--- config.mk ---
export PLATFORM = sky130hd
export DESIGN_NAME = board_irq
export DESIGN_NICKNAME = d
export VERILOG_FILES = /design/src/hdl/irq_pkg.sv /design/src/hdl/board_irq.sv /design/src/hdl/pin_sync.sv
export SDC_FILE = /design/constraint.sdc
export NUM_CORES = 1
export LEC_CHECK = 0
export BUFFER_PORTS_ARGS = -buffer_cell sky130_fd_sc_hd__buf_2
export CORE_MARGIN = 2
export CORE_UTILIZATION = 55
export DETAILED_ROUTE_END_ITERATION = 10
export PLACE_DENSITY = 0.73
export SKIP_LAST_GASP = 1
export SYNTH_ARGS = -nofsm -noshare
export SYNTH_HDL_FRONTEND = slang
export SYNTH_SLANG_ARGS = --single-unit
--- constraint.sdc ---
create_clock -name clock -period 12 [get_ports clock]
set_input_delay 1.2 -clock clock [delete_from_list [all_inputs] [get_ports clock]]
set_output_delay 1.2 -clock clock [all_outputs]
set_load 0.1 [all_outputs]
--- src/hdl/irq_pkg.sv ---
// Shared constants and types of the board interrupt priority logic.
package irq_pkg;
    localparam int NUM_SRC   = 24;
    localparam int NUM_LVL   = 8;
    localparam int ADDR_W    = 6;
    localparam int DATA_W    = 32;
    localparam int ROUTE_W   = 4;
    localparam int EV_W      = 4;

    localparam logic [5:0] OFS_CTRL    = 6'h00;
    localparam logic [5:0] OFS_MASK    = 6'h04;
    localparam logic [5:0] OFS_EVSTAT  = 6'h08;
    localparam logic [5:0] OFS_EVMASK  = 6'h0c;
    localparam logic [5:0] OFS_POLL    = 6'h10;
    localparam logic [5:0] OFS_LEVELS  = 6'h14;
    localparam logic [5:0] OFS_EOI     = 6'h18;
    localparam logic [5:0] OFS_ROUTE0  = 6'h1c;
    localparam logic [5:0] OFS_ROUTE1  = 6'h20;
    localparam logic [5:0] OFS_ROUTE2  = 6'h24;

    localparam logic [3:0]  ROUTE_NMI   = 4'h8;
    localparam logic [31:0] ROUTE_RST   = 32'hffff_ffff;
    localparam logic [7:0]  MASK_RST    = 8'hff;
    localparam logic [2:0]  LOW_NESTED  = 3'h7;
    localparam logic [7:0]  POLL_VALID  = 8'h80;

    localparam int SRC_BUS   = 0;
    localparam int SRC_PAR   = 8;
    localparam int SRC_SER   = 11;
    localparam int SRC_TMR   = 13;
    localparam int SRC_EXP   = 15;
    localparam int SRC_FS    = 19;
    localparam int SRC_PWR   = 20;
    localparam int SRC_LINE  = 21;
    localparam int SRC_EXT   = 22;
    localparam int SRC_COP   = 23;

    localparam int EV_FS     = 0;
    localparam int EV_PWR    = 1;
    localparam int EV_RAMBLK = 2;
    localparam int EV_NMI    = 3;

    localparam int CLK_MHZ         = 100;
    localparam int FAILSAFE_MIN_US = 6000;
    localparam int FAILSAFE_MAX_US = 10000;
    localparam int FAILSAFE_CYC    = FAILSAFE_MIN_US * CLK_MHZ;

    typedef enum logic [3:0] {
        MODE_NESTED   = 4'b0001,
        MODE_ROTATE   = 4'b0010,
        MODE_SPECIFIC = 4'b0100,
        MODE_POLLED   = 4'b1000
    } mode_t;

    typedef struct packed {
        logic [4:0] vbase;
        logic [2:0] spec_low;
        logic [3:0] mode;
    } ctrl_t;

    localparam ctrl_t CTRL_RST = '{vbase: 5'h00, spec_low: 3'h7, mode: 4'b0001};

    typedef struct packed {
        logic       valid;
        logic [7:0] vector;
    } vec_t;
endpackage : irq_pkg

--- src/hdl/board_irq.sv ---
// Board interrupt gathering, strap routing and eight-level priority resolution.
//
// Behaviour
// - Nested mode: level 0 most urgent, 7 least.
// - Rotating mode: serviced level becomes least urgent.
// - Specific mode: software picks least urgent level.
// - Poll register shows highest pending level encoded.
// - AC-low pin becomes power-fail interrupt source.
// - Memory-protect low blocks all RAM access.
// - Unanswered bus command raises fail-safe interrupt.
// - Line clock pin is an interrupt source.
// - Serial transmit-empty and receive-full sources.
// - Parallel port gives three interrupt sources.
// - Timer 0 and 1 outputs are sources.
// - Two expansion connectors give four sources.
// - Eight active-low system bus request lines.
// - Backplane external and coprocessor error sources.
// - Any source strapped to any level or NMI.
// - Mask byte: set bit suppresses its level.
// - NMI bypasses controller and mask entirely.
//
// Our own choices: the register addresses and the address-and-strobe port.
`timescale 1ns/10ps
`default_nettype none
module board_irq
    import irq_pkg::*;
#(
    parameter int FAILSAFE_CYCLES = FAILSAFE_CYC
) (
    input  wire logic              clock,
    input  wire logic              rst_n,
    input  wire logic [ADDR_W-1:0] addr,
    input  wire logic [DATA_W-1:0] wr_data,
    input  wire logic              wr_en,
    input  wire logic              rd_en,
    output var  logic [DATA_W-1:0] rd_data,
    input  wire logic [7:0]        sys_irq_n,
    input  wire logic [2:0]        par_irq,
    input  wire logic [1:0]        ser_irq,
    input  wire logic [1:0]        tmr_out,
    input  wire logic [3:0]        exp_irq,
    input  wire logic              ac_low_n,
    input  wire logic              line_clk,
    input  wire logic              ext_irq,
    input  wire logic              coproc_err,
    input  wire logic              mem_protect_n,
    input  wire logic              bus_cmd,
    input  wire logic              bus_ack_n,
    input  wire logic              ram_req,
    output var  logic              ram_en,
    input  wire logic              int_ack,
    output var  logic              int_req,
    output var  vec_t              vec_out,
    output var  logic              nmi,
    output var  logic              irq
);
    localparam int SYNC_W = 26;
    // Idle levels at reset keep the edge detectors from seeing a false edge.
    localparam logic [SYNC_W-1:0] SYNC_RST = {3'b101, 3'b000, 1'b1, 11'h000, 8'hff};
    localparam int FS_W = $clog2(FAILSAFE_CYCLES + 1);
    localparam logic [FS_W-1:0] FS_LAST = FS_W'(FAILSAFE_CYCLES - 1);

    logic [SYNC_W-1:0] pins_s;
    logic [NUM_SRC-1:0] src;
    logic              prot_s_n;
    logic              cmd_s;
    logic              ack_s_n;
    logic              pwr_prev_r;

    ctrl_t             ctrl_r;
    logic [7:0]        mask_r;
    logic [EV_W-1:0]   ev_stat_r;
    logic [EV_W-1:0]   ev_mask_r;
    logic [95:0]       route_r;
    logic [7:0]        irr_r;
    logic [7:0]        isr_r;
    logic [7:0]        lvl_prev_r;
    logic [2:0]        rot_low_r;
    logic              nmi_prev_r;
    logic [FS_W-1:0]   fs_cnt_r;
    logic              fs_pulse_r;

    logic [7:0]        lvl_in;
    logic              nmi_in;
    logic [2:0]        low_lvl;
    logic [3:0]        pend_hit;
    logic [3:0]        isr_hit;
    logic              issue;
    logic              eoi_wr;
    logic [EV_W-1:0]   ev_set;

    // Raw pins are never read before both synchroniser stages.
    pin_sync #(
        .W       (SYNC_W),
        .RST_VAL (SYNC_RST)
    ) u_sync (
        .clock (clock),
        .rst_n (rst_n),
        .d     ({bus_ack_n,
                 bus_cmd,
                 mem_protect_n,
                 coproc_err,
                 ext_irq,
                 line_clk,
                 ac_low_n,
                 exp_irq,
                 tmr_out,
                 ser_irq,
                 par_irq,
                 sys_irq_n}),
        .q     (pins_s)
    );

    assign ack_s_n  = pins_s[25];
    assign cmd_s    = pins_s[24];
    assign prot_s_n = pins_s[23];

    // The system bus lines are active low and are inverted here.
    assign src[SRC_BUS +: 8] = ~pins_s[7:0];
    assign src[SRC_PAR +: 3] = pins_s[10:8];
    assign src[SRC_SER +: 2] = pins_s[12:11];
    assign src[SRC_TMR +: 2] = pins_s[14:13];
    assign src[SRC_EXP +: 4] = pins_s[18:15];
    assign src[SRC_FS]       = fs_pulse_r;
    assign src[SRC_PWR]      = ~pins_s[19];
    assign src[SRC_LINE]     = pins_s[20];
    assign src[SRC_EXT]      = pins_s[21];
    assign src[SRC_COP]      = pins_s[22];

    // Strap matrix: four bits per source, 0 to 7 a level, 8 the NMI, others open.
    always_comb begin
        lvl_in = 8'h00;
        nmi_in = 1'b0;
        for (int s = 0; s < NUM_SRC; s++) begin
            if (route_r[s*ROUTE_W +: ROUTE_W] == ROUTE_NMI) begin
                nmi_in = nmi_in | src[s];
            end else if (route_r[s*ROUTE_W + 3] == 1'b0) begin
                lvl_in[route_r[s*ROUTE_W +: 3]] = lvl_in[route_r[s*ROUTE_W +: 3]] | src[s];
            end
        end
    end

    // Least urgent level is picked per mode; unknown codes fall back to nested.
    always_comb begin
        case (ctrl_r.mode)
            MODE_ROTATE:   low_lvl = rot_low_r;
            MODE_SPECIFIC: low_lvl = ctrl_r.spec_low;
            default:       low_lvl = LOW_NESTED;
        endcase
    end

    // Scans upward from the level after the least urgent one.
    function automatic logic [3:0] first_from(input logic [7:0] v, input logic [2:0] low);
        logic [2:0] idx;
        logic [3:0] hit;
        hit = 4'h0;
        for (int i = 1; i <= NUM_LVL; i++) begin
            idx = low + 3'(i);
            if (!hit[3] && v[idx]) begin
                hit = {1'b1, idx};
            end
        end
        return hit;
    endfunction

    function automatic logic [2:0] rank(input logic [2:0] l, input logic [2:0] low);
        return 3'(l - low - 3'h1);
    endfunction

    assign pend_hit = first_from(irr_r & ~mask_r, low_lvl);
    assign isr_hit  = first_from(isr_r, low_lvl);

    // A request interrupts service only when it outranks every level in service.
    assign issue = pend_hit[3] &&
                   (!isr_hit[3] || rank(pend_hit[2:0], low_lvl) < rank(isr_hit[2:0], low_lvl));
    assign eoi_wr = wr_en && addr == OFS_EOI;

    always_ff @(posedge clock) begin
        if (!rst_n) begin
            ctrl_r    <= CTRL_RST;
            mask_r    <= MASK_RST;
            ev_mask_r <= '0;
            route_r   <= {ROUTE_RST, ROUTE_RST, ROUTE_RST};
        end else if (wr_en) begin
            case (addr)
                OFS_CTRL:   ctrl_r    <= ctrl_t'(wr_data[11:0]);
                OFS_MASK:   mask_r    <= wr_data[7:0];
                OFS_EVMASK: ev_mask_r <= wr_data[EV_W-1:0];
                OFS_ROUTE0: route_r[31:0]  <= wr_data;
                OFS_ROUTE1: route_r[63:32] <= wr_data;
                OFS_ROUTE2: route_r[95:64] <= wr_data;
                default: ;
            endcase
        end
    end

    // Requests are caught on the rising edge of each level; a new edge wins over the
    // clear made by an acknowledge in the same cycle.
    always_ff @(posedge clock) begin
        if (!rst_n) begin
            lvl_prev_r <= 8'h00;
            irr_r      <= 8'h00;
        end else begin
            lvl_prev_r <= lvl_in;
            irr_r <= (irr_r & ~((int_ack && issue) ? (8'h01 << pend_hit[2:0]) : 8'h00))
                     | (lvl_in & ~lvl_prev_r);
        end
    end

    always_ff @(posedge clock) begin
        if (!rst_n) begin
            isr_r     <= 8'h00;
            rot_low_r <= LOW_NESTED;
            int_req   <= 1'b0;
            vec_out   <= '0;
        end else begin
            // Polled mode never raises the CPU line; software reads the poll register.
            int_req <= issue && ctrl_r.mode != MODE_POLLED && !int_ack;
            vec_out.valid <= int_ack;
            if (int_ack) begin
                // With nothing to grant, the least urgent vector answers as spurious.
                vec_out.vector <= {ctrl_r.vbase, issue ? pend_hit[2:0] : low_lvl};
            end
            if (int_ack && issue) begin
                isr_r <= isr_r | (8'h01 << pend_hit[2:0]);
            end else if (eoi_wr && isr_hit[3]) begin
                isr_r     <= isr_r & ~(8'h01 << isr_hit[2:0]);
                rot_low_r <= isr_hit[2:0];
            end
        end
    end

    // The fail-safe counter holds at its end so one command gives one pulse.
    always_ff @(posedge clock) begin
        if (!rst_n) begin
            fs_cnt_r   <= '0;
            fs_pulse_r <= 1'b0;
        end else begin
            fs_pulse_r <= 1'b0;
            if (!cmd_s || !ack_s_n) begin
                fs_cnt_r <= '0;
            end else if (fs_cnt_r != FS_LAST) begin
                fs_cnt_r <= fs_cnt_r + FS_W'(1);
                fs_pulse_r <= fs_cnt_r == FS_LAST - FS_W'(1);
            end
        end
    end

    always_ff @(posedge clock) begin
        if (!rst_n) begin
            ram_en <= 1'b0;
            nmi    <= 1'b0;
        end else begin
            ram_en <= ram_req && prot_s_n;
            nmi    <= nmi_in;
        end
    end

    always_comb begin
        ev_set            = '0;
        ev_set[EV_FS]     = fs_pulse_r;
        ev_set[EV_PWR]    = src[SRC_PWR] && !pwr_prev_r;
        ev_set[EV_RAMBLK] = ram_req && !prot_s_n;
        ev_set[EV_NMI]    = nmi_in && !nmi_prev_r;
    end

    // Write one to clear; an event in the same cycle keeps its bit set.
    always_ff @(posedge clock) begin
        if (!rst_n) begin
            ev_stat_r  <= '0;
            pwr_prev_r <= 1'b0;
            nmi_prev_r <= 1'b0;
            irq        <= 1'b0;
        end else begin
            pwr_prev_r <= src[SRC_PWR];
            nmi_prev_r <= nmi_in;
            ev_stat_r  <= (ev_stat_r & ~((wr_en && addr == OFS_EVSTAT) ?
                           wr_data[EV_W-1:0] : '0)) | ev_set;
            irq        <= |(ev_stat_r & ev_mask_r);
        end
    end

    always_ff @(posedge clock) begin
        if (!rst_n) begin
            rd_data <= '0;
        end else if (rd_en) begin
            case (addr)
                OFS_CTRL:   rd_data <= 32'(ctrl_r);
                OFS_MASK:   rd_data <= 32'(mask_r);
                OFS_EVSTAT: rd_data <= 32'(ev_stat_r);
                OFS_EVMASK: rd_data <= 32'(ev_mask_r);
                OFS_POLL:   rd_data <= 32'(pend_hit[3] ? (POLL_VALID | 8'(pend_hit[2:0]))
                                                       : 8'h00);
                OFS_LEVELS: rd_data <= {16'h0000, isr_r, irr_r};
                OFS_ROUTE0: rd_data <= route_r[31:0];
                OFS_ROUTE1: rd_data <= route_r[63:32];
                OFS_ROUTE2: rd_data <= route_r[95:64];
                default:    rd_data <= '0;
            endcase
        end else begin
            rd_data <= '0;
        end
    end
endmodule : board_irq
`default_nettype wire

--- src/hdl/pin_sync.sv ---
// Two-flip-flop synchroniser for a vector of asynchronous pins.
`timescale 1ns/10ps
`default_nettype none
module pin_sync #(
    parameter int             W       = 1,
    parameter logic [W-1:0]   RST_VAL = '0
) (
    input  wire logic         clock,
    input  wire logic         rst_n,
    input  wire logic [W-1:0] d,
    output var  logic [W-1:0] q
);
    logic [W-1:0] meta_r;

    always_ff @(posedge clock) begin
        if (!rst_n) begin
            meta_r <= RST_VAL;
            q      <= RST_VAL;
        end else begin
            meta_r <= d;
            q      <= meta_r;
        end
    end
endmodule : pin_sync
`default_nettype wire

# Yosys cells after proc, flatten, opt, wreduce, memory -nomap -nowiden
# Memory sizes are Yosys's and may differ from the RTL's. A register that Yosys moved wholly into a read port is not among the register bits.
# Cells that the tools add are included.
# op_classes
n_addsub,12
n_lt_le_gt_ge,57
n_eq_ne,38
shift,2
muxes,248
n_bitwise,67
reduce_logical,85
# ops
op,n
$mux 8,52
$pmux 32 s9,1
$bwmux 8,23
$lt 3x4->1 const B,32
$bmux 1 s3,39
$eq 4x4->1 const B,24
$mux 1,88
$demux 1 s3,24
$ge 3x1->1 const B,24
$mux 4,17
$logic_and 1x1->1,49
$or 1x1->1,47
$and 8x8->8,5
$not 8->8,5
$eq 6x5->1 const B,4
$logic_not 1->1,21
$add 20x1->20 const B,1
$eq 20x20->1 const B,1
$ne 20x20->1 const B,1
$or 8x8->8,2
$reduce_and 2->1,8
$shl 1x3->8 const A,2
$add 3x3->3 const B,4
$eq 6x4->1 const B,2
other kinds (22),33
# word_totals
regBits,270
mem_bits_ro,8
out_inout_bits,45
wordCells,535
n_memories,1
# memory_table
name,words,width,read_ports,rd_clocked_by_memory_dff,wr,line,source
(no name shown),8,1,1,1,0,board_irq.sv:138,lvl_in[route_r[s*ROUTE_W +: 3]] = lvl_in[route_r[s*ROUTE_W +: 3]] | src[s];

# Longest topological paths before layout
# logic_depth
depth_word,147
ltp_mapped,39

# Hierarchy
# From an unflattened synthesis, not the netlist that was laid out.
# hier_totals
cells_unflattened,2586
area_unflattened_um2,18676.7
# modules_own_cells
mod,instances,cells_per_inst,area_each_um2,seq_area_each_um2
board_irq,1,2477,17275.3,4364.2
pin_sync,1,109,1401.3,1041.0

# Worst setup path before layout
# Ideal clock, no wire load.
# synth_path
kind,flip-flop to flip-flop
startpoint,reg route_r[4]
endpoint,reg irr_r[6]
setup_ns,0.125
arrival_time_ns,8.786
slack_ns,3.089
path_stages_with_launch,37
n_path_buf,2
synth_period_minus_slack_ns,8.911
path_cell_list,dfxtp_1 -> buf_6 -> or4_4 -> a31oi_1 -> o21ai_1 -> a21boi_2 -> o221a_4 -> a41o_2 -> o32a_4 -> a41oi_2 -> or2_1 -> or3_4 -> a22oi_4 -> o21ai_1 -> a2111o_1 -> or4_1 -> o21a_1 -> a211oi_4 -> a31oi_2 -> or3_1 -> a41oi_2 -> o22ai_1 -> a211oi_2 -> nand3_1 -> a2111oi_4 -> a21oi_2 -> o41ai_1 -> a211oi_1 -> o211ai_2 -> o311ai_1 -> buf_2 -> o31a_1 -> a2bb2o_2 -> a2111oi_2 -> o311ai_1 -> a21oi_2 -> o32ai_1
# synth_between
elab_chain_cells,141
word_cells_on_any_way,146
classes_between,2 x order compare; 1 x eq/ne; 117 x mux; 25 x bitwise; 1 x reduce/logical
# synth_lines
element,line,source
from (decl),board_irq.sv:74,logic [95:0] route_r;
from (signal assigned),board_irq.sv:183,"route_r <= {ROUTE_RST, ROUTE_RST, ROUTE_RST};"
from (signal assigned),board_irq.sv:189,OFS_ROUTE0: route_r[31:0] <= wr_data;
$lt 3x4->1 (not written as such) or $ge 3x1->1 (tied branches),board_irq.sv:138,
$logic_and 1x1->1 (not written as such),board_irq.sv:138,
$mux 1 (not written as such),board_irq.sv:138,
$demux 1 s3,board_irq.sv:138,
$bwmux 8,board_irq.sv:138,
$mux 8,board_irq.sv:137,end else if (route_r[s*ROUTE_W + 3] == 1'b0) begin
$mux 8 *,board_irq.sv:135,if (route_r[s*ROUTE_W +: ROUTE_W] == ROUTE_NMI) begin
$bmux 1 s3,board_irq.sv:138,
[125 not listed],-,
$bmux 1 s3,board_irq.sv:138,
$mux 1 (not written as such),board_irq.sv:138,
$or 1x1->1,board_irq.sv:138,
$bwmux 8,board_irq.sv:138,
$mux 8,board_irq.sv:137,
$mux 8 *,board_irq.sv:135,
$and 8x8->8 *,board_irq.sv:206,| (lvl_in & ~lvl_prev_r);
$or 8x8->8 *,board_irq.sv:206,
to (signal assigned),board_irq.sv:205,irr_r <= (irr_r & ~((int_ack && issue) ? (8'h01 << pend_hit[2:0]) : 8'h00))
to (decl),board_irq.sv:75,logic [7:0] irr_r;
# Every way passes the cells marked *; elsewhere a longest branch is shown, timed or not. The select of a mux whose other input is x is not followed.
# A chain may end at the register's enable or synchronous reset.

# Worst setup path in the final report
# layout_path
startpoint,reg route_r[7]
endpoint,reg irr_r[6]
# layout_between
elab_chain_cells,136
word_cells_on_any_way,137
classes_between,1 x eq/ne; 112 x mux; 24 x bitwise
# layout_lines
element,line
$eq 4x4->1 or $mux 8 (tied branches),"board_irq.sv:135, board_irq.sv:137"
$mux 8 *,board_irq.sv:135
$bmux 1 s3,board_irq.sv:138
$mux 1 (not written as such),board_irq.sv:138
$or 1x1->1,board_irq.sv:138
$bwmux 8,board_irq.sv:138
$mux 8,board_irq.sv:137
$mux 8 *,board_irq.sv:135
[120 not listed],-
$bmux 1 s3,board_irq.sv:138
$mux 1 (not written as such),board_irq.sv:138
$or 1x1->1,board_irq.sv:138
$bwmux 8,board_irq.sv:138
$mux 8,board_irq.sv:137
$mux 8 *,board_irq.sv:135
$and 8x8->8 *,board_irq.sv:206
$or 8x8->8 *,board_irq.sv:206
# Marks and branches as above.

==> impl_metrics.tcl <==
set metrics [dict create \
    status "complete, no violations" \
    synth_sequential_area_ratio 0.298 \
    post-route-cell-area_mm2 0.0195 \
    die_footprint_mm2 0.0344 \
    cp_data_arrival_time_ns 11.66 \
    antenna_violating_nets_post_route 0 \
    worst_slew_margin_rel 0.0826 \
    cts_hold_buf 0 \
    clock_skew_ns 0.0156 \
    grt_pass1_wl_mm 102 \
    clk_pin_slew_worst_paths_ns 0.06 \
    post-dp-hpwl_mm 50.6 \
    number_of_clock_sinks_seen_by_cts 270 \
    crit_path_max_incr_delay_ns 0.65 \
    tritoncts "done" \
    coreArea_mm2 0.0325 \
    numCtsBuffers 29 \
    placementRows 66 \
    cts_resized 0 \
    drtIter0Drc 2690 \
    finalHoldViolations 0 \
    final_layout_size_suffix_gt1_frac 0.107 \
    pwr_density_cell_mw_per_mm2 102 \
    min_period_over_period 0.933 \
    layout-area-overhead-vs-synth_pct 7.75 \
    io_buffers 114 \
    detail_routed_net_length_per_standard_cell_um 23.1 \
    start_util 0.557 \
    first_global_vias 17500 \
    synth.avg_cell_area_um2 7.38 \
    final.hold.worst_slack_ns 0.405 \
    detail_route.wirelength_mm 67.3 \
    clock_tree.htree_level_count 1 \
    yosys.cell_types.count 120 \
    timing.final.max_slew_violations 0 \
    worst_path_dominant_cell_family "compound AO/OA/AOI/OAI gates" \
    setup_viol 0 \
    pin_count 115 \
    critical_path.endpoint_type "flip-flop" \
    worst_path_max_delay_cell "sky130_fd_sc_hd__dfxtp_1" \
    critical_path.max_fanout 13 \
    cap_viol_max_count 0 \
    finalSetupTns_ns 0 \
    numPlacedInstances 2865 \
    netlist_area_mm2 0.0181 \
    path_class "reg -> reg" \
    gp_congestion 0.958 \
    synth-main-ff-cell "sky130_fd_sc_hd__dfxtp_1" \
    post_cts_setup_buffer_count 0 \
    vdd.ir_drop.worst_mv 0.133 \
    placedInstanceArea_mm2 0.0185 \
    worst-slew-pin-transition_ns 1.37 \
    cts_root_buffer "sky130_fd_sc_hd__clkbuf_16" \
    crit_path_start_kind "flip-flop" \
    clk_latency_ns 0.60 \
    detailedRoute.firstPassIterationCount 9 \
    leak_pwr_nw 7.67 \
    grt.total_usage 0.379 \
    worst-endpoint-required_ns 12.46 \
    grt_max_degree 94 \
    fin_crit_ns 11.20 \
    cts.path.max_buffers 3 \
    asyncSetResetFlopFracSynth 0 \
    power_mw 2.00 \
    netlist_instances 2457 \
    rsz_0062_raised_after_global_routing "false" \
    finalNonFillerCells 2918 \
    initial_antenna_violation_count 2 \
    maxClockFrequency_mhz 89.3 \
    chipWidth_um 186 \
    synth_edf_count 0 \
    postSynthNetCount 2537 \
    yosys_warnings 0 \
    layout.nets 2534 \
    globalRouteOverflowTotal 0 \
    drc 0 \
    post_drt_via_cell_ratio 6.72 \
    die_y_um 186 \
    ys_ff_latch 270 \
    critical_path_buf_inv_count 0 \
    timing.hold.worst.class "reg -> reg" \
    route.vias.total 19600 \
]
==> metal layers <==
| layer | routed length [um] | share of wire | track usage | vias to the layer above |
|---|---|---|---|---|
| met5 | 13 | 0.00019 | 0 | - |
| met4 | 3920 | 0.058 | 0.199 | 2 |
| met3 | 7100 | 0.11 | 0.0759 | 245 |
| met2 | 29100 | 0.43 | 0.576 | 1174 |
| met1 | 27100 | 0.40 | 0.507 | 9199 |
| li1 | - | - | - | 8988 |
==> synthesized netlist by cell type (13+ instances only) <==
cell | instances | area share
sky130_fd_sc_hd__a211oi_1 | 31 | 0.013
sky130_fd_sc_hd__or2_2 | 17 | 0.0059
sky130_fd_sc_hd__or3_1 | 26 | 0.0090
sky130_fd_sc_hd__nor2_1 | 272 | 0.056
sky130_fd_sc_hd__nand3b_1 | 22 | 0.0091
sky130_fd_sc_hd__a21oi_1 | 104 | 0.029
sky130_fd_sc_hd__and2_1 | 48 | 0.017
sky130_fd_sc_hd__xor2_1 | 20 | 0.0097
sky130_fd_sc_hd__a21o_1 | 13 | 0.0054
sky130_fd_sc_hd__inv_1 | 55 | 0.011
sky130_fd_sc_hd__nor2b_1 | 30 | 0.010
sky130_fd_sc_hd__a222oi_1 | 37 | 0.020
sky130_fd_sc_hd__a31oi_1 | 45 | 0.016
sky130_fd_sc_hd__o22ai_1 | 18 | 0.0062
sky130_fd_sc_hd__mux2i_1 | 32 | 0.018
sky130_fd_sc_hd__nor3_1 | 74 | 0.020
sky130_fd_sc_hd__nand4_1 | 22 | 0.0076
sky130_fd_sc_hd__xnor2_1 | 15 | 0.0072
sky130_fd_sc_hd__o211ai_1 | 43 | 0.018
sky130_fd_sc_hd__buf_6 | 22 | 0.014
sky130_fd_sc_hd__and3_1 | 30 | 0.010
sky130_fd_sc_hd__o21ai_0 | 80 | 0.022
sky130_fd_sc_hd__nand2_1 | 402 | 0.083
sky130_fd_sc_hd__dfxtp_1 | 270 | 0.30
sky130_fd_sc_hd__clkbuf_1 | 103 | 0.021
sky130_fd_sc_hd__a22oi_1 | 19 | 0.0079
sky130_fd_sc_hd__o31ai_1 | 16 | 0.0066
sky130_fd_sc_hd__nor4_1 | 23 | 0.0079
sky130_fd_sc_hd__nand2b_1 | 66 | 0.023
sky130_fd_sc_hd__nor3b_1 | 14 | 0.0058
sky130_fd_sc_hd__nand3_1 | 162 | 0.045
==> through the flow <==
step / util / setup slack (ns)
final: 0.601 / 0.802
after global routing: 0.601 / 0.122
after CTS: 0.599 / 0.963
after detailed placement: 0.569 / 1.01
after global placement: 0.569 / 1.13
after floorplan: - / 3.09
==> worst paths after layout <==
path | from | endpoint | slack [ns] | depth (start not counted)
setup reg to reg | route_r[7] | irr_r[6] | 0.80 | 34
hold / removal | u_sync.meta_r[23] | u_sync.q[23] | 0.41 | 1
setup / recovery | route_r[7] | irr_r[6] | 0.80 | 34
hold reg to reg | u_sync.meta_r[23] | u_sync.q[23] | 0.41 | 1
==> cells by family (layout without fill, tap and decap cells) <==
logic type                 Yosys count  count (layout)  share of synthesized area
and+or+nand+nor                   1287            1287                      0.349
AOI/OAI and AO/OA                  599             599                      0.246
DFF                                270             270                      0.298
buffers and inverters              218             236                     0.0603
muxes                               38              38                     0.0214
xor gates and xnor gates            35              35                     0.0169
adders and majority gates           10              10                    0.00773
other                                0               1                          0
==> layout by cell type, fill, tap and decap left out, drive strengths merged, types with 15 or more instances in the layout <==
master	n
a211oi	33
a21oi	108
a222oi	37
a22oi	20
a31oi	46
a41oi	16
and2	48
and3	30
buf	128
clkbuf	38
dfxtp	270
inv	57
mux2i	32
nand2	403
nand2b	66
nand3	163
nand3b	22
nand4	22
nor2	272
nor2b	30
nor3	78
nor4	23
nor4b	15
o211ai	45
o21ai	90
o22ai	19
o31ai	18
or2	18
or3	27
xnor2	15
xor2	20
==> flip-flops by register name (all words and copies together), names as in the netlist, 9 cells and up <==
register       count
u_sync.meta_r     26
rd_data           32
route_r           96
fs_cnt_r          20
u_sync.q          26
ctrl_r            12
vec_out            9
==> cell type report <==
| type | instances | area [um2] |
|---|---|---|
| clock buffer | 38 | 810 |
| multi-input combinational | 1969 | 11700 |
| antenna | 1 | 2.50 |
| inverter | 56 | 210 |
| clock inverter | 14 | 196 |
| fill | 3099 | 13000 |
| timing repair buffer | 128 | 682 |
| tap | 442 | 553 |
| sequential | 270 | 5410 |
==> worst reg2reg max path: cells and delay by family (launching register included) <==
family	cells	cell delay, ns
AOI/OAI and AO/OA	25	6.81
DFF	1	0.65
and+or+nand+nor	9	3.59
==> report_power, final <==
part | switching (mW) | internal [mW] | total (mW)
clock network | 0.398 | 0.562 | 0.960
registers | 0.0163 | 0.909 | 0.926
logic | 0.0742 | 0.0358 | 0.110
total | 0.489 | 1.51 | 2.00
Note: power is estimated with default switching activity, not from simulation.
